==> config.mk <==
export PLATFORM = sky130hd
export DESIGN_NAME = csp_serial_port
export DESIGN_NICKNAME = d
export VERILOG_FILES = /design/src/csp_pkg.sv /design/src/csp_serial_port.sv
export SDC_FILE = /design/constraint.sdc
export NUM_CORES = 1
export LEC_CHECK = 0
export BUFFER_PORTS_ARGS = -buffer_cell sky130_fd_sc_hd__buf_2
export CAP_MARGIN = 20
export CELL_PAD_IN_SITES_DETAIL_PLACEMENT = 0
export CELL_PAD_IN_SITES_GLOBAL_PLACEMENT = 1
export CORE_MARGIN = 1.5
export CORE_UTILIZATION = 45
export DETAILED_ROUTE_END_ITERATION = 8
export GPL_TIMING_DRIVEN = 0
export MAX_ROUTING_LAYER = met4
export PLACE_DENSITY = 0.75
export REMOVE_ABC_BUFFERS = 1
export SYNTH_ARGS = -nofsm -noshare
export SYNTH_HDL_FRONTEND = slang
export SYNTH_SLANG_ARGS = --single-unit
==> constraint.sdc <==
create_clock -name i_clock -period 7.2 [get_ports i_clock]
set_input_delay 1.44 -clock i_clock [delete_from_list [all_inputs] [get_ports i_clock]]
set_output_delay 1.44 -clock i_clock [all_outputs]
set_load 0.01 [all_outputs]
==> src/csp_pkg.sv <==
package csp_pkg;

  // ****************************************************************
  // register map (byte addresses)
  // ****************************************************************
  localparam logic [7:0] CSP_ADDR_CONTROL = 8'h00;
  localparam logic [7:0] CSP_ADDR_TX_DIVIDER_A = 8'h04;
  localparam logic [7:0] CSP_ADDR_TX_RATE_ADJUST = 8'h08;
  localparam logic [7:0] CSP_ADDR_TX_DIVIDER_B = 8'h0C;
  localparam logic [7:0] CSP_ADDR_RX_DIVIDER_A = 8'h10;
  localparam logic [7:0] CSP_ADDR_RX_RATE_ADJUST = 8'h14;
  localparam logic [7:0] CSP_ADDR_RX_DIVIDER_B = 8'h18;
  localparam logic [7:0] CSP_ADDR_ADC_WORD = 8'h1C;
  localparam logic [7:0] CSP_ADDR_DAC_WORD = 8'h20;
  localparam logic [7:0] CSP_ADDR_STATUS = 8'h24;

  // ****************************************************************
  // fields and reset values
  // ****************************************************************
  localparam int unsigned CSP_CTRL_SYNC_BIT = 5;
  localparam int unsigned CSP_CMD_SECONDARY_BIT = 0;
  localparam int unsigned CSP_ST_WORD_BIT = 0;
  localparam int unsigned CSP_ST_TX_BUSY_BIT = 1;
  localparam int unsigned CSP_ST_RX_BUSY_BIT = 2;
  localparam int unsigned CSP_ST_DAC_NEW_BIT = 3;
  localparam int unsigned CSP_ST_SEC_PEND_BIT = 4;
  localparam logic [7:0] CSP_RST_CONTROL = 8'hE4;
  localparam logic [7:0] CSP_RST_DIVIDER_A = 8'h12;
  localparam logic [7:0] CSP_RST_DIVIDER_B = 8'h24;
  localparam logic [7:0] CSP_RST_RATE_ADJUST = 8'h01;

  // ****************************************************************
  // serial timing
  // ****************************************************************
  localparam logic [1:0] CSP_SHIFT_PHASE_LAST = 2'h3;
  localparam logic [1:0] CSP_SHIFT_PHASE_HIGH = 2'h2;
  localparam logic [4:0] CSP_WORD_BITS = 5'h10;
  localparam logic [4:0] CSP_BYTE_BITS = 5'h08;
  localparam logic [4:0] CSP_GAP_CLOCKS = 5'h04;

  typedef enum logic [5:0] {
    CSP_ES_IDLE = 6'b000001,
    CSP_ES_LOAD = 6'b000010,
    CSP_ES_SHIFT1 = 6'b000100,
    CSP_ES_GAP = 6'b001000,
    CSP_ES_SHIFT2 = 6'b010000,
    CSP_ES_DONE = 6'b100000
  } csp_est_t;

  typedef struct packed {
    csp_est_t st;
    logic [4:0] cnt;
    logic fs_n;
    logic eod_n;
    logic bmode;
    logic [15:0] sh;
  } csp_eng_t;

  typedef struct packed {
    logic [1:0] ph;
    logic shclk;
    logic ws_s1;
    logic ws_s2;
    logic din_s1;
    logic din_s2;
    csp_eng_t tx;
    csp_eng_t rx;
    logic tx_pend;
    logic rx_pend;
    logic sec_pend;
    logic [7:0] ctrl;
    logic [7:0] tx_div_a;
    logic [7:0] tx_adj;
    logic [7:0] tx_div_b;
    logic [7:0] rx_div_a;
    logic [7:0] rx_adj;
    logic [7:0] rx_div_b;
    logic tx_adj_pend;
    logic rx_adj_pend;
    logic [7:0] tx_cnt_a;
    logic [7:0] tx_cnt_b;
    logic [7:0] rx_cnt_a;
    logic [7:0] rx_cnt_b;
    logic tx_filt;
    logic rx_filt;
    logic tx_conv;
    logic rx_conv;
    logic [15:0] adc_word;
    logic [15:0] dac_word;
    logic dac_new;
    logic pready;
    logic pslverr;
    logic [31:0] prdata;
  } csp_state_t;

endpackage

==> src/csp_serial_port.sv <==
// Design decisions made here: the address map and the APB register port.
`timescale 1ns/100ps
`default_nettype none
module csp_serial_port
  import csp_pkg::*;
(
  input wire logic i_clock,
  input wire logic i_reset_n,
  input wire logic i_psel,
  input wire logic i_penable,
  input wire logic i_pwrite,
  input wire logic [7:0] i_paddr,
  input wire logic [31:0] i_pwdata,
  output logic [31:0] o_prdata,
  output logic o_pready,
  output logic o_pslverr,
  input wire logic i_word_select,
  input wire logic i_serial_data_in,
  output logic o_shift_clock,
  output logic o_serial_data_out,
  output logic o_tx_frame_sync_n,
  output logic o_rx_frame_sync_n,
  output logic o_tx_transfer_done_n,
  output logic o_rx_transfer_done_n,
  output logic o_tx_filter_tick,
  output logic o_rx_filter_tick,
  output logic o_tx_convert,
  output logic o_rx_convert
);

  // ****************************************************************
  // helpers
  // ****************************************************************
  // counter A period, with a pending one-shot adjust folded in
  function automatic logic [7:0] a_period(input logic [7:0] div, input logic [7:0] adj,
                                          input logic pend);
    logic [7:0] p;
    p = pend ? 8'(div + adj) : div;
    if (p == 8'h00) begin
      p = 8'h01;
    end
    return p;
  endfunction

  function automatic logic wrap_hit(input logic [7:0] cnt, input logic [7:0] period);
    return (period == 8'h00) || (cnt >= 8'(period - 8'h01));
  endfunction

  function automatic logic eng_last(input csp_eng_t e);
    logic lst;
    lst = 1'b0;
    if (e.st == CSP_ES_SHIFT1) begin
      lst = !e.bmode && (e.cnt == 5'(CSP_WORD_BITS - 5'h01));
    end else if (e.st == CSP_ES_SHIFT2) begin
      lst = (e.cnt == 5'(CSP_BYTE_BITS - 5'h01));
    end
    return lst;
  endfunction

  // one shift clock step of a frame engine
  function automatic csp_eng_t eng_step(input csp_eng_t e, input logic start,
                                        input logic [15:0] word, input logic bmode,
                                        input logic din);
    csp_eng_t n;
    logic [4:0] nbits;
    n = e;
    nbits = e.bmode ? CSP_BYTE_BITS : CSP_WORD_BITS;
    case (e.st)
      CSP_ES_IDLE: begin
        if (start) begin
          n.sh = word; // MSB on the line a shift clock ahead of the sync
          n.bmode = bmode;
          n.cnt = 5'h00;
          n.st = CSP_ES_LOAD;
        end
      end
      CSP_ES_LOAD: begin
        n.fs_n = 1'b0;
        n.st = CSP_ES_SHIFT1;
      end
      CSP_ES_SHIFT1: begin
        n.sh = {e.sh[14:0], din};
        n.cnt = 5'(e.cnt + 5'h01);
        if (e.cnt == 5'(nbits - 5'h01)) begin
          n.cnt = 5'h00;
          n.fs_n = 1'b1;
          if (e.bmode) begin
            n.eod_n = 1'b0;
            n.st = CSP_ES_GAP;
          end else begin
            n.st = CSP_ES_DONE;
          end
        end
      end
      CSP_ES_GAP: begin
        n.cnt = 5'(e.cnt + 5'h01);
        if (e.cnt == 5'(CSP_GAP_CLOCKS - 5'h01)) begin
          n.cnt = 5'h00;
          n.fs_n = 1'b0;
          n.st = CSP_ES_SHIFT2;
        end
      end
      CSP_ES_SHIFT2: begin
        n.sh = {e.sh[14:0], din};
        n.cnt = 5'(e.cnt + 5'h01);
        if (e.cnt == 5'(CSP_BYTE_BITS - 5'h01)) begin
          n.cnt = 5'h00;
          n.eod_n = 1'b1;
          n.fs_n = 1'b1;
          n.st = CSP_ES_IDLE;
        end
      end
      CSP_ES_DONE: begin
        // frame sync already high; one shift clock of low strobe
        if (e.cnt == 5'h00) begin
          n.eod_n = 1'b0;
          n.cnt = 5'h01;
        end else begin
          n.eod_n = 1'b1;
          n.cnt = 5'h00;
          n.st = CSP_ES_IDLE;
        end
      end
      default: begin
        n.st = CSP_ES_IDLE;
        n.fs_n = 1'b1;
        n.eod_n = 1'b1;
        n.cnt = 5'h00;
      end
    endcase
    return n;
  endfunction

  // ****************************************************************
  // state
  // ****************************************************************
  csp_state_t s_q;
  csp_state_t s_d;

  logic tick;
  logic sync_mode;
  logic tx_start;
  logic tx_primary;
  logic rx_start;
  logic tx_a_hit;
  logic tx_b_hit;
  logic rx_a_hit;
  logic rx_b_hit;
  logic setup;
  logic wr;
  logic rd_done;
  logic [31:0] rdata;
  logic rhit;

  assign tick = (s_q.ph == CSP_SHIFT_PHASE_LAST);
  assign sync_mode = s_q.ctrl[CSP_CTRL_SYNC_BIT];
  assign setup = i_psel && !i_penable;
  assign wr = i_psel && i_penable && s_q.pready && i_pwrite;
  assign rd_done = i_psel && i_penable && s_q.pready && !i_pwrite;
  assign tx_a_hit = wrap_hit(s_q.tx_cnt_a, a_period(s_q.tx_div_a, s_q.tx_adj, s_q.tx_adj_pend));
  assign tx_b_hit = wrap_hit(s_q.tx_cnt_b, s_q.tx_div_b);
  assign rx_a_hit = wrap_hit(s_q.rx_cnt_a, a_period(s_q.rx_div_a, s_q.rx_adj, s_q.rx_adj_pend));
  assign rx_b_hit = wrap_hit(s_q.rx_cnt_b, s_q.rx_div_b);
  assign tx_start = tick && (s_q.tx.st == CSP_ES_IDLE) && (s_q.tx_pend || s_q.sec_pend);
  assign tx_primary = s_q.tx_pend;
  // sync mode: rx frame only on primary, in step with tx
  assign rx_start = sync_mode ? (tx_start && tx_primary)
                              : (tick && (s_q.rx.st == CSP_ES_IDLE) && s_q.rx_pend);

  // ****************************************************************
  // register read decode
  // ****************************************************************
  always_comb begin
    rhit = 1'b1;
    rdata = 32'h0000_0000;
    case (i_paddr)
      CSP_ADDR_CONTROL: rdata[7:0] = s_q.ctrl;
      CSP_ADDR_TX_DIVIDER_A: rdata[7:0] = s_q.tx_div_a;
      CSP_ADDR_TX_RATE_ADJUST: rdata[7:0] = s_q.tx_adj;
      CSP_ADDR_TX_DIVIDER_B: rdata[7:0] = s_q.tx_div_b;
      CSP_ADDR_RX_DIVIDER_A: rdata[7:0] = s_q.rx_div_a;
      CSP_ADDR_RX_RATE_ADJUST: rdata[7:0] = s_q.rx_adj;
      CSP_ADDR_RX_DIVIDER_B: rdata[7:0] = s_q.rx_div_b;
      CSP_ADDR_ADC_WORD: rdata[15:0] = s_q.adc_word;
      CSP_ADDR_DAC_WORD: rdata[15:0] = s_q.dac_word;
      CSP_ADDR_STATUS: begin
        rdata[CSP_ST_WORD_BIT] = s_q.ws_s2;
        rdata[CSP_ST_TX_BUSY_BIT] = (s_q.tx.st != CSP_ES_IDLE);
        rdata[CSP_ST_RX_BUSY_BIT] = (s_q.rx.st != CSP_ES_IDLE);
        rdata[CSP_ST_DAC_NEW_BIT] = s_q.dac_new;
        rdata[CSP_ST_SEC_PEND_BIT] = s_q.sec_pend;
      end
      default: rhit = 1'b0;
    endcase
  end

  // ****************************************************************
  // next state
  // ****************************************************************
  always_comb begin
    s_d = s_q;
    // shift clock: master divided by four, rises with the frame updates
    s_d.ph = 2'(s_q.ph + 2'h1);
    s_d.shclk = (s_d.ph < CSP_SHIFT_PHASE_HIGH);
    s_d.ws_s1 = i_word_select;
    s_d.ws_s2 = s_q.ws_s1;
    s_d.din_s1 = i_serial_data_in;
    s_d.din_s2 = s_q.din_s1;

    // ****************************************************************
    // filter and conversion timing
    // ****************************************************************
    // tx filter and conversion timing
    s_d.tx_filt = 1'b0;
    s_d.tx_conv = 1'b0;
    s_d.tx_cnt_a = 8'(s_q.tx_cnt_a + 8'h01);
    if (tx_a_hit) begin
      s_d.tx_cnt_a = 8'h00;
      s_d.tx_filt = 1'b1;
      s_d.tx_adj_pend = 1'b0;
      s_d.tx_cnt_b = 8'(s_q.tx_cnt_b + 8'h01);
      if (tx_b_hit) begin
        s_d.tx_cnt_b = 8'h00;
        s_d.tx_conv = 1'b1;
      end
    end

    // rx timing: own counters only when asynchronous
    s_d.rx_filt = 1'b0;
    s_d.rx_conv = 1'b0;
    if (sync_mode) begin
      s_d.rx_cnt_a = 8'h00;
      s_d.rx_cnt_b = 8'h00;
      s_d.rx_filt = s_d.tx_filt;
      s_d.rx_conv = s_d.tx_conv;
    end else begin
      s_d.rx_cnt_a = 8'(s_q.rx_cnt_a + 8'h01);
      if (rx_a_hit) begin
        s_d.rx_cnt_a = 8'h00;
        s_d.rx_filt = 1'b1;
        s_d.rx_adj_pend = 1'b0;
        s_d.rx_cnt_b = 8'(s_q.rx_cnt_b + 8'h01);
        if (rx_b_hit) begin
          s_d.rx_cnt_b = 8'h00;
          s_d.rx_conv = 1'b1;
        end
      end
    end

    // frame requests; a new request wins over the clear
    s_d.tx_pend = (s_q.tx_pend && !(tx_start && tx_primary)) || s_q.tx_conv;
    s_d.rx_pend = sync_mode ? 1'b0 : ((s_q.rx_pend && !rx_start) || s_q.rx_conv);
    s_d.sec_pend = s_q.sec_pend && !(tx_start && !tx_primary);

    // frame engines
    if (tick) begin
      s_d.tx = eng_step(s_q.tx, tx_start, 16'h0000, !s_q.ws_s2, s_q.din_s2);
      s_d.rx = eng_step(s_q.rx, rx_start, s_q.adc_word, !s_q.ws_s2, 1'b0);
    end

    // received word from the host
    s_d.dac_new = s_q.dac_new && !(rd_done && (i_paddr == CSP_ADDR_DAC_WORD));
    if (tick && eng_last(s_q.tx)) begin
      s_d.dac_word = {s_q.tx.sh[14:0], s_q.din_s2};
      s_d.dac_new = 1'b1;
    end

    // apb slave: one access cycle, no wait states
    s_d.pready = setup;
    if (setup) begin
      s_d.prdata = rdata;
      s_d.pslverr = !rhit;
    end else if (!i_psel) begin
      s_d.prdata = 32'h0000_0000;
      s_d.pslverr = 1'b0;
    end
    if (wr) begin
      case (i_paddr)
        CSP_ADDR_CONTROL: s_d.ctrl = i_pwdata[7:0];
        CSP_ADDR_TX_DIVIDER_A: s_d.tx_div_a = i_pwdata[7:0];
        CSP_ADDR_TX_RATE_ADJUST: begin
          s_d.tx_adj = i_pwdata[7:0];
          s_d.tx_adj_pend = 1'b1;
        end
        CSP_ADDR_TX_DIVIDER_B: s_d.tx_div_b = i_pwdata[7:0];
        CSP_ADDR_RX_DIVIDER_A: s_d.rx_div_a = i_pwdata[7:0];
        CSP_ADDR_RX_RATE_ADJUST: begin
          s_d.rx_adj = i_pwdata[7:0];
          s_d.rx_adj_pend = 1'b1;
        end
        CSP_ADDR_RX_DIVIDER_B: s_d.rx_div_b = i_pwdata[7:0];
        CSP_ADDR_ADC_WORD: s_d.adc_word = i_pwdata[15:0];
        CSP_ADDR_STATUS: begin
          if (i_pwdata[CSP_CMD_SECONDARY_BIT]) begin
            s_d.sec_pend = 1'b1;
          end
        end
        default: s_d.ctrl = s_q.ctrl;
      endcase
    end
  end

  // ****************************************************************
  // registers
  // ****************************************************************
  always_ff @(posedge i_clock or negedge i_reset_n) begin
    if (!i_reset_n) begin
      s_q <= '0;
      // phase starts in the low half so the first high half is full width
      s_q.ph <= CSP_SHIFT_PHASE_HIGH;
      s_q.tx.st <= CSP_ES_IDLE;
      s_q.tx.fs_n <= 1'b1;
      s_q.tx.eod_n <= 1'b1;
      s_q.rx.st <= CSP_ES_IDLE;
      s_q.rx.fs_n <= 1'b1;
      s_q.rx.eod_n <= 1'b1;
      s_q.ctrl <= CSP_RST_CONTROL;
      s_q.tx_div_a <= CSP_RST_DIVIDER_A;
      s_q.tx_div_b <= CSP_RST_DIVIDER_B;
      s_q.rx_div_a <= CSP_RST_DIVIDER_A;
      s_q.rx_div_b <= CSP_RST_DIVIDER_B;
      s_q.tx_adj <= CSP_RST_RATE_ADJUST;
      s_q.rx_adj <= CSP_RST_RATE_ADJUST;
    end else begin
      s_q <= s_d;
    end
  end

  // ****************************************************************
  // outputs
  // ****************************************************************
  assign o_prdata = s_q.prdata;
  assign o_pready = s_q.pready;
  assign o_pslverr = s_q.pslverr;
  assign o_shift_clock = s_q.shclk;
  assign o_serial_data_out = s_q.rx.sh[15];
  assign o_tx_frame_sync_n = s_q.tx.fs_n;
  assign o_rx_frame_sync_n = s_q.rx.fs_n;
  assign o_tx_transfer_done_n = s_q.tx.eod_n;
  assign o_rx_transfer_done_n = s_q.rx.eod_n;
  assign o_tx_filter_tick = s_q.tx_filt;
  assign o_rx_filter_tick = s_q.rx_filt;
  assign o_tx_convert = s_q.tx_conv;
  assign o_rx_convert = s_q.rx_conv;

endmodule // csp_serial_port
`default_nettype wire

### Word-level counts from Yosys, hierarchy flattened

Index checks and enable logic that the tools add are counted.

| operators by class | value |
|---|---|
| add/sub/neg operators | 15 |
| $mul | 0 |
| div/mod/pow operators | 0 |
| magnitude comparators | 5 |
| equality and inequality tests | 44 |
| shift operators | 0 |
| mux-type cells | 75 |
| bitwise operators | 6 |
| reduce and logical (&&, ||, !) cells | 74 |

Operators by type and width:

| kind | number |
|---|---|
| $mux 8 | 13 |
| $pmux 6 s6 | 2 |
| $mux 33 | 2 |
| $mux 16 | 4 |
| $pmux 5 s6 | 2 |
| $mux 59 | 1 |
| $logic_not 8->1 | 7 |
| $mux 13 | 4 |
| $pmux 5 s10 | 1 |
| $add 8x1->8 const B | 4 |
| $eq 8x5->1 const B | 4 |
| $ge 8x8->1 | 4 |
| $pmux 16 s2 | 1 |
| $sub 8x1->8 const B | 4 |
| $pmux 15 s2 | 1 |
| $mux 1 | 27 |
| $pmux 3 s9 | 1 |
| $mux 12 | 2 |
| $mux 6 | 4 |
| $ne 2x2->1 const B | 12 |
| $mux 11 | 2 |
| $reduce_and 5->1 | 4 |
| $logic_and 1x1->1 | 18 |
| $reduce_and 3->1 | 6 |
| other kinds (36) | 89 |

| word-level totals | value |
|---|---|
| flip-flop bits (word level) | 230 |
| bits in latches | 0 |
| RAM bits | 0 |
| memory bits (read-only) | 0 |
| input bits | 47 |
| output and inout bits | 44 |
| logic and storage cells | 263 |
| memories kept | 0 |

### Depth between registers and ports, before layout

Gate-level depths: netlist of the first run.

| depth | value |
|---|---|
| word-level depth | 11 |
| mapped depth | 22 |
| depth with buffers taken out | 21 |

### Least setup slack after synthesis of the first run

No wires, ideal clock.

| path | value |
|---|---|
| path type | reg2reg |
| start | register s_q[121] (netlist bit) |
| end | register s_q[76] (netlist bit) |
| setup time | 0.101 ns |
| arrival time | 4.435 ns |
| required time | 7.099 ns |
| slack | 2.664 ns |
| cell stages (with the launch flop) | 22 |
| buffers on the path | 1 |
| clock period less this slack | 4.536 ns |
| cells stage by stage | dfrtp_1 ha_1 fa_1 a211oi_1 nor2_1 o31ai_2 nor4_4 and3_1 a21boi_0 ha_1 nand2_1 nor2_1 xnor2_1 ha_1 a21o_1 a211oi_1 o21ai_0 a21o_1 a41oi_2 buf_4 a21oi_1 o32ai_1 |

| on the way | value |
|---|---|
| longest elaborated chain between the ends | 8 |
| elaborated cells between the ends (all ways) | 9 |
| classes of those cells | 2 x add/sub; 1 x order compare; 2 x mux; 4 x reduce/logical |

Ends and longest elaborated chain:

| element | RTL line | RTL |
|---|---|---|
| from (decl) | csp_serial_port.sv:137 | `csp_state_t s_q;` |
| $add 8x8->8 | csp_serial_port.sv:38 | `p = pend ? 8'(div + adj) : div;` |
| $mux 8 * | csp_serial_port.sv:38 |  |
| $logic_not 8->1 | csp_serial_port.sv:39 | `if (p == 8'h00) begin` |
| $mux 8 * | csp_serial_port.sv:39 |  |
| $sub 8x1->8 | csp_serial_port.sv:46 | `return (period == 8'h00) \|\| (cnt >= 8'(period - 8'h01));` |
| $ge 8x8->1 | csp_serial_port.sv:46 |  |
| $logic_or 1x1->1 * | csp_serial_port.sv:46 |  |
| $reduce_bool 2->1 (no line) * | n/a |  |

Every way passes the cells marked *; elsewhere a longest branch is shown, timed or not.
A chain may end at the register's enable or synchronous reset.

==> flow_summary.json, run 1 <==
{
  "status": "complete, no violations",
  "core_sq_um": 26800,
  "holdPathEnd": "s_q[224]$_DFF_PN0_",
  "grt_max_degree": 112,
  "leakagePower_nw": 6.42,
  "cts_tree": "yes",
  "final.setup_skew_ns": 0.0138,
  "drive_above_1_share_pct": 20.3,
  "post_cts_buffers": 0,
  "crit_required_ns": 7.57,
  "synth_top_area_share_pct": 39.6,
  "cts_made_buffers": 25,
  "async_flop_share_pct": 100,
  "powerDensity_nw_per_um2": 228,
  "crit_type": "reg -> reg",
  "synth_seq_area_share_pct": 44.1,
  "path_clk_slew_ns": 0.06,
  "critPathCaptureType": "register",
  "rsz0062_at_grt": "false",
  "h-tree-depth": 1,
  "grtUsageMet2_pct": 32.7,
  "antenna_found_initial": 0,
  "reg2reg_depth": 20,
  "drtIter0Drc": 450,
  "r2r-start": "s_q[121]$_DFFE_PN0P_",
  "period_share_pct": 81.0,
  "synth.distinct_cells": 92,
  "crit_path_start_kind": "register",
  "dp.cells": 1535,
  "period_minus_slack_ns": 5.83,
  "core.rowCount": 60,
  "min_from": "s_d[224]$_DFF_PN0_",
  "port-buffer-count": 58,
  "top_usage_layer": "met2",
  "drt-pass1-iter-count": 5,
  "synth_edf_count": 0,
  "ir_worst_vdd_mv": 0.155,
  "drv_cap": 0,
  "synth_top_area_cell": "dfrtp_1",
  "cts_resized": 0,
  "grt_pass1_vias": 8720,
  "route.vias.total": 8961,
  "met1_usage_pct": 30.9,
  "power_frac_seq_pct": 45.0,
  "cts.path.max_buffers": 3,
  "grt_remaining_overflow": 0,
  "postSynthCellCount": 1188,
  "hpwl_mm": 20.9,
  "nNetsFinal": 1333,
  "cts_sinks": 214,
  "worst-path-max-fanout": 15,
  "ant_nets": 0,
  "setup_viol": 0,
  "start_util_pct": 45.5,
  "drv_slew": 0,
  "power_switching_mw": 0.827,
  "fmax_mhz": 172,
  "hold_path_class": "reg -> reg",
  "finalSetupTns_ns": 0,
  "synthFlopType": "dfrtp_1",
  "final_cells": 1582,
  "synth.area.top_cells": "dfrtp_1 40%, mux2_2 8.0%, ha_1 6.4%",
  "die_area_sq_um": 28100,
  "drc": 0,
  "avgSynthCellArea_sq_um": 10.3,
  "routed_wl_mm": 29.4,
  "die_w_microns": 168,
  "gp_congestion": 0.884,
  "ctsHoldBuffers": 0,
  "switching_share_pct": 26.9,
  "avgViaCountPerCell": 5.66,
  "p_int_mw": 2.25,
  "track_usage_pct": 21.6,
  "worstHoldPathCells": 0,
  "syn_to_final_growth_pct": 10.4,
  "critPathArrivalTime_ns": 6.20,
  "tightest_slew_ns": 0.886,
  "pin_count": 91,
  "n_antenna_cell": 0,
  "r2r_setup_slack_ns": 1.37,
  "met3_usage_pct": 2.60,
  "die_y_microns": 168,
  "wire_per_inst_microns": 18.6,
  "syn_area_sq_um": 12200,
  "hold_viol": 0,
  "clockRootBuffer": "clkbuf_16",
  "combPwrFrac_pct": 12.0,
  "r2r_end": "o_rx_filter_tick$_DFF_PN0_",
  "clockPowerShare_pct": 43.0,
  "relSlewSlack_pct": 40.9,
  "ys_seq_elements": 214,
  "clkLatencyLatePin_ns": 0.54,
  "yosys_warnings": 0,
  "grt_pass1_wl_mm": 47.4
}
[layout make-up]
cell class	count	area (sq um)
fill	2444	13300
sequential	214	5380
clock buffer	35	713
clock inverter	11	148
timing repair buffer	63	389
tap	341	427
multi-input combinational	874	6260
inverter	44	165
[layer usage]
metal | up-vias | part of all wire (%)
met5 | - | 0
met1 | 4395 | 49
met4 | 0 | 2.8
li1 | 4325 | -
met3 | 56 | 4.1
met2 | 185 | 44
[critical path, stage by stage (launching register included)]
cell and delay [ns]:
dfrtp_1 0.44, ha_1 0.26, fa_1 0.44, a211oi_1 0.31, nor2_1 0.12, o31ai_2 0.51, nor4_4 0.08, and3_1 0.23
a21boi_0 0.36, ha_1 0.28, nand2_1 0.06, nor2_1 0.11, xnor2_1 0.14, ha_1 0.27, a21o_1 0.16, a211oi_1 0.20
o21ai_0 0.11, a21o_1 0.17, a41oi_2 0.71, nand2b_1 0.44, a21boi_0 0.26
[kinds of logic after synthesis]
family                     after synthesis  share of synthesized area, %
and+or+nand+nor                        375                          15.7
muxes                                  112                          10.2
other                                    1                        0.0307
buffers and inverters                  115                          5.10
xor gates and xnor gates                38                          2.73
DFF                                    214                          44.1
adders and majority gates               64                          6.68
AOI/OAI and AO/OA                      269                          15.5
[cells in the final DEF (no fill, tap or decap), drive strengths merged, types with 10 or more instances in the layout]
cell	netlist	routed
ha	62	62
dfrtp	193	193
clkbuf	15	35
xnor2	17	17
nand2b	18	18
dfstp	21	21
or3	10	10
o21ai	71	71
nor2	97	97
nor2b	10	10
nand2	103	103
a21oi	57	57
and3	13	13
conb	1	16
inv	44	45
nor3	18	18
buf	56	63
and2	12	12
a22o	12	12
a22oi	29	29
xor2	21	21
mux2	93	93
nand3	34	34
a21o	17	17
mux2i	19	19
[sequential cells by signal (all words and copies together), names as in the netlist]
signal                cells
o_rx_frame_sync_n         1
o_serial_data_out         1
o_tx_frame_sync_n         1
o_pslverr                 1
o_tx_filter_tick          1
o_tx_transfer_done_n      1
o_rx_filter_tick          1
tx_primary                1
s_d                       2
o_tx_convert              1
o_rx_transfer_done_n      1
o_prdata                 16
o_pready                  1
s_q                     183
o_shift_clock             1
o_rx_convert              1
[cell usage after synthesis, types with 9 or more instances]
cell type and instances:
a22o_1 12, clkbuf_1 15, xor2_1 21, nand3b_1 9
a22oi_1 29, buf_2 12, ha_1 62, a21o_1 17
nand2_1 102, a21oi_1 56, xnor2_1 17, or3_1 9
nor3_1 18, nand2b_1 17, and3_1 13, and2_1 12
inv_1 40, nand3_1 33, buf_4 39, dfstp_2 21
nor2b_1 10, nor2_1 95, mux2_2 87, dfrtp_1 193
o21ai_0 69, mux2i_1 19
[per-stage QoR]
step | util (%) | hold slack, ns | setup slack [ns] | power (mW) | area [sq um]
after detailed placement | 47.0 | 0.341 | 1.33 | 1.77 | 12600
final | 50.3 | 0.352 | 1.37 | 3.08 | 13500
after CTS | 50.2 | 0.356 | 1.29 | 3.10 | 13500
after floorplan | - | 0.331 | 2.47 | 1.62 | 11800
after global placement | 46.7 | 0.334 | 0.932 | 1.76 | 12500
after global routing | 50.3 | 0.360 | 0.884 | 3.21 | 13500
[power groups by stage]
stage	Sequential (mW)	Combinational, mW	Clock (mW)
finish	1.38	0.370	1.32
detailed placement	1.40	0.367	0
floorplan	1.39	0.233	0
global route	1.40	0.418	1.39
CTS	1.38	0.368	1.35
global placement	1.40	0.357	0
[worst max path at each step]
stage                               from                         end  slack (ns)  depth (start not counted)
floorplan           s_q[121]$_DFFE_PN0P_  o_rx_filter_tick$_DFF_PN0_        2.47                         20
global placement               i_reset_n           s_q[80]$_DFF_PN0_        0.93                          1
detailed placement  s_q[121]$_DFFE_PN0P_  o_rx_filter_tick$_DFF_PN0_        1.33                         20
CTS                 s_q[121]$_DFFE_PN0P_  o_rx_filter_tick$_DFF_PN0_        1.29                         20
global route        s_q[121]$_DFFE_PN0P_  o_rx_filter_tick$_DFF_PN0_        0.88                         20
finish              s_q[121]$_DFFE_PN0P_  o_rx_filter_tick$_DFF_PN0_        1.37                         20
(Power assumes the default switching activity.)
==> inputs of run 2 (changes only) <==
--- a/config.mk
+++ b/config.mk
@@ -5,6 +5,7 @@
 export SDC_FILE = /design/constraint.sdc
 export NUM_CORES = 1
 export LEC_CHECK = 0
+export ABC_AREA = 1
 export BUFFER_PORTS_ARGS = -buffer_cell sky130_fd_sc_hd__buf_2
 export CAP_MARGIN = 20
 export CELL_PAD_IN_SITES_DETAIL_PLACEMENT = 0
@@ -14,7 +15,7 @@
 export DETAILED_ROUTE_END_ITERATION = 8
 export GPL_TIMING_DRIVEN = 0
 export MAX_ROUTING_LAYER = met4
-export PLACE_DENSITY = 0.75
+export PLACE_DENSITY = 0.78
 export REMOVE_ABC_BUFFERS = 1
 export SYNTH_ARGS = -nofsm -noshare
 export SYNTH_HDL_FRONTEND = slang
==> constraint.sdc (replaced) <==
create_clock -name i_clock -period 6.1 [get_ports i_clock]
set_input_delay 1.22 -clock i_clock [delete_from_list [all_inputs] [get_ports i_clock]]
set_output_delay 1.22 -clock i_clock [all_outputs]
set_load 0.01 [all_outputs]
==> run 2 against run 1 <==
Against the previous run:
- routed wire length up 4.7%
- flip-flop and latch count unchanged
- count of clock-buffer cells in the layout up 8
- combinational power down 4%
- critical path depth up 2
- first-iteration DRC count up 55%
- clock power up 17%
- synthesized cell count up 32%
- largest power group unchanged
==> flow_summary.json, run 2 <==
{
  "status": "complete, no violations",
  "r2r_end": "s_q[103]$_DFF_PN0_",
  "avgViaCountPerCell": 5.23,
  "drt-pass1-iter-count": 5,
  "die_w_microns": 169,
  "reg2reg_depth": 22,
  "cts_tree": "yes",
  "clkLatencyLatePin_ns": 0.53,
  "hold_viol": 0,
  "cts.path.max_buffers": 3,
  "grt_pass1_vias": 10000,
  "postSynthCellCount": 1566,
  "total_power_mw": 3.48,
  "final_cell_mix": "382 x nand2_1, 193 x dfrtp_1, 173 x inv_1",
  "antenna_found_initial": 0,
  "wire_per_inst_microns": 15.5,
  "drtIter0Drc": 696,
  "syn_to_final_growth_pct": 10.2,
  "syn_area_sq_um": 12500,
  "core.rowCount": 60,
  "crit_required_ns": 6.55,
  "nNetsFinal": 1706,
  "critPathArrivalTime_ns": 4.92,
  "grt_remaining_overflow": 0,
  "r2r-start": "s_q[113]$_DFFE_PN1P_",
  "crit_path_start_kind": "register",
  "post_cts_buffers": 0,
  "route.vias.total": 10400,
  "slowest_delay_ns": 0.54,
  "synth_edf_count": 0,
  "drv_slew": 0,
  "hold_path_class": "reg -> reg",
  "critical-path-slowest-cell": "dfstp_2",
  "synth_top_area_share_pct": 38.8,
  "synth_top_area_cell": "dfrtp_1",
  "die_y_microns": 169,
  "grt_pass1_wl_mm": 51.9,
  "placed_area_sq_um": 12900,
  "largest_register_ffs": 183,
  "yosys-top-cells-count": "382 x nand2_1, 193 x dfrtp_1, 173 x inv_1",
  "leakagePower_nw": 6.84,
  "final.setup_skew_ns": 0.0110,
  "power_frac_seq_pct": 45.5,
  "critPathCaptureType": "register",
  "fillCellCount": 2675,
  "ctsHoldBuffers": 0,
  "layout_commonest_cell": "nand2_1",
  "fmax_mhz": 223,
  "start_util_pct": 46.0,
  "seqCellArea_sq_um": 5380,
  "tightest_slew_ns": 1.11,
  "p_int_mw": 2.56,
  "ys_seq_elements": 214,
  "synth.area.top_cells": "dfrtp_1 39%, nand2_1 12%, ha_1 6.2%",
  "clockPowerShare_pct": 44.4,
  "ir_worst_vdd_mv": 0.221,
  "rsz0062_at_grt": "false",
  "final_cell_area_sq_um": 13700,
  "gp_congestion": 0.891,
  "top_register": "s_q",
  "crit_type": "reg -> reg",
  "die_area_sq_um": 28700,
  "n_antenna_cell": 0,
  "r2r_setup_slack_ns": 1.62,
  "cts_resized": 0,
  "ant_nets": 0,
  "yosysMostFrequentCell": "nand2_1",
  "combPwrFrac_pct": 10.2,
  "clockRootBuffer": "clkbuf_16",
  "powerDensity_nw_per_um2": 253,
  "async_flop_share_pct": 100,
  "endpoint": "s_q[103]$_DFF_PN0_",
  "dp.cells": 1938,
  "yosys_warnings": 0,
  "cts_sinks": 214,
  "path_clk_slew_ns": 0.06,
  "h-tree-depth": 1,
  "crit_top_cell": "nand2_1",
  "drive_above_1_share_pct": 10.8,
  "worstPathCellList": "ha_1 > fa_1 > or2_2 > o21ai_0 > nand2_1 > nor2_1 > nand2_1 > nor2_1 > a21oi_1 > ha_1 > nand3_1 > xor2_1 > ha_1 > nand2_1 > inv_1 > nand3_1 > o221ai_1 > nor2_2 > nand2_4 > nand2_2 > nand2_1 > nand2_1",
  "cp-startpoint": "s_q[113]$_DFFE_PN1P_",
  "multi_input_comb_area_sq_um": 5980,
  "setup_viol": 0,
  "worst-path-max-fanout": 10,
  "pin_count": 91,
  "hpwl_mm": 22.1,
  "drc": 0,
  "port-buffer-count": 58,
  "synthFlopType": "dfrtp_1",
  "relSlewSlack_pct": 26.1,
  "grt_max_degree": 118,
  "worstHoldPathCells": 0,
  "track_usage_pct": 23.1,
  "period_minus_slack_ns": 4.48,
  "avgSynthCellArea_sq_um": 7.96,
  "synth_seq_area_share_pct": 43.2,
  "core_sq_um": 27100,
  "period_share_pct": 73.4,
  "synth.distinct_cells": 55,
  "switching_share_pct": 26.3,
  "power_switching_mw": 0.914,
  "routed_wl_mm": 30.7,
  "final_cells": 1987,
  "drv_cap": 0,
  "cts_made_buffers": 26
}
-- run 2: changes by cell type after synthesis, moves of 13 or more --
cell      before  now
nand3_1       33  143
o21ai_1        2   15
mux2_2        87    1
o21ai_0       69  119
o22ai_1        1   15
a21o_1        17    1
nand2_1      102  382
a22oi_1       29    1
mux2i_1       19    1
nand2b_1      17    0
inv_1         40  173
nand4_1        8   35
-- run 2: per-layer routing --
metal  routed length, microns  GRT usage [%]
met5                        0              -
met4                      616           5.93
met3                     1390           3.33
met2                    14000           36.3
met1                    14700           31.4
-- run 2: layout make-up --
cell class / count / area share (%)
Tap cell: 372 / 3.39
Multi-Input combinational cell: 1109 / 43.5
Sequential cell: 214 / 39.2
Inverter: 181 / 4.95
Timing Repair Buffer: 63 / 2.67
Clock inverter: 5 / 0.419
Clock buffer: 43 / 5.87
-- run 2: cells by family after synthesis --
group           count (synthesis)  share of synthesized area (%)
mux                             4                          0.412
flops                         214                           43.2
other cells                     1                         0.0301
compound gates                256                           11.6
simple gates                  726                           25.9
buf+inv                       258                           9.29
xor+xnor                       43                           3.02
fa+ha+maj                      64                           6.55
-- run 2: stage by stage --
step | TNS [ns] | utilization, % | setup slack (ns) | hold slack, ns
final | 0 | 50.7 | 1.62 | 0.345
after global routing | 0 | 50.7 | 1.18 | 0.352
after floorplan | 0 | - | 2.35 | 0.331
after global placement | -8.90 | 47.2 | -0.0749 | 0.334
after CTS | 0 | 50.6 | 1.58 | 0.346
after detailed placement | 0 | 47.5 | 1.59 | 0.336
-- run 2: how the worst min path moves through the flow --
stage | start | endpoint
4_1_cts | s_d[224]$_DFF_PN0_ | s_q[224]$_DFF_PN0_
3_3_place_gp | s_d[226]$_DFF_PN0_ | s_q[226]$_DFF_PN0_
2_1_floorplan | s_d[224]$_DFF_PN0_ | s_q[224]$_DFF_PN0_
5_1_grt | s_d[224]$_DFF_PN0_ | s_q[224]$_DFF_PN0_
3_5_place_dp | s_d[224]$_DFF_PN0_ | s_q[224]$_DFF_PN0_
6_report | s_d[224]$_DFF_PN0_ | s_q[224]$_DFF_PN0_
-- run 2: power groups by stage --
stage / combinational [mW] / sequential (mW) / clock [mW]
floorplan: 0.217 / 1.59 / 0
global placement: 0.347 / 1.60 / 0
detailed placement: 0.359 / 1.60 / 0
CTS: 0.361 / 1.58 / 1.59
global route: 0.408 / 1.59 / 1.64
finish: 0.354 / 1.58 / 1.54
-- run 2: worst max-delay path, delay by kind of cell (launching register included) --
family,cells,cell delay [ns]
simple gates,13,1.89
fa+ha+maj,4,1.22
compound gates,3,0.52
xor+xnor,1,0.17
flops,1,0.54
buf+inv,1,0.05
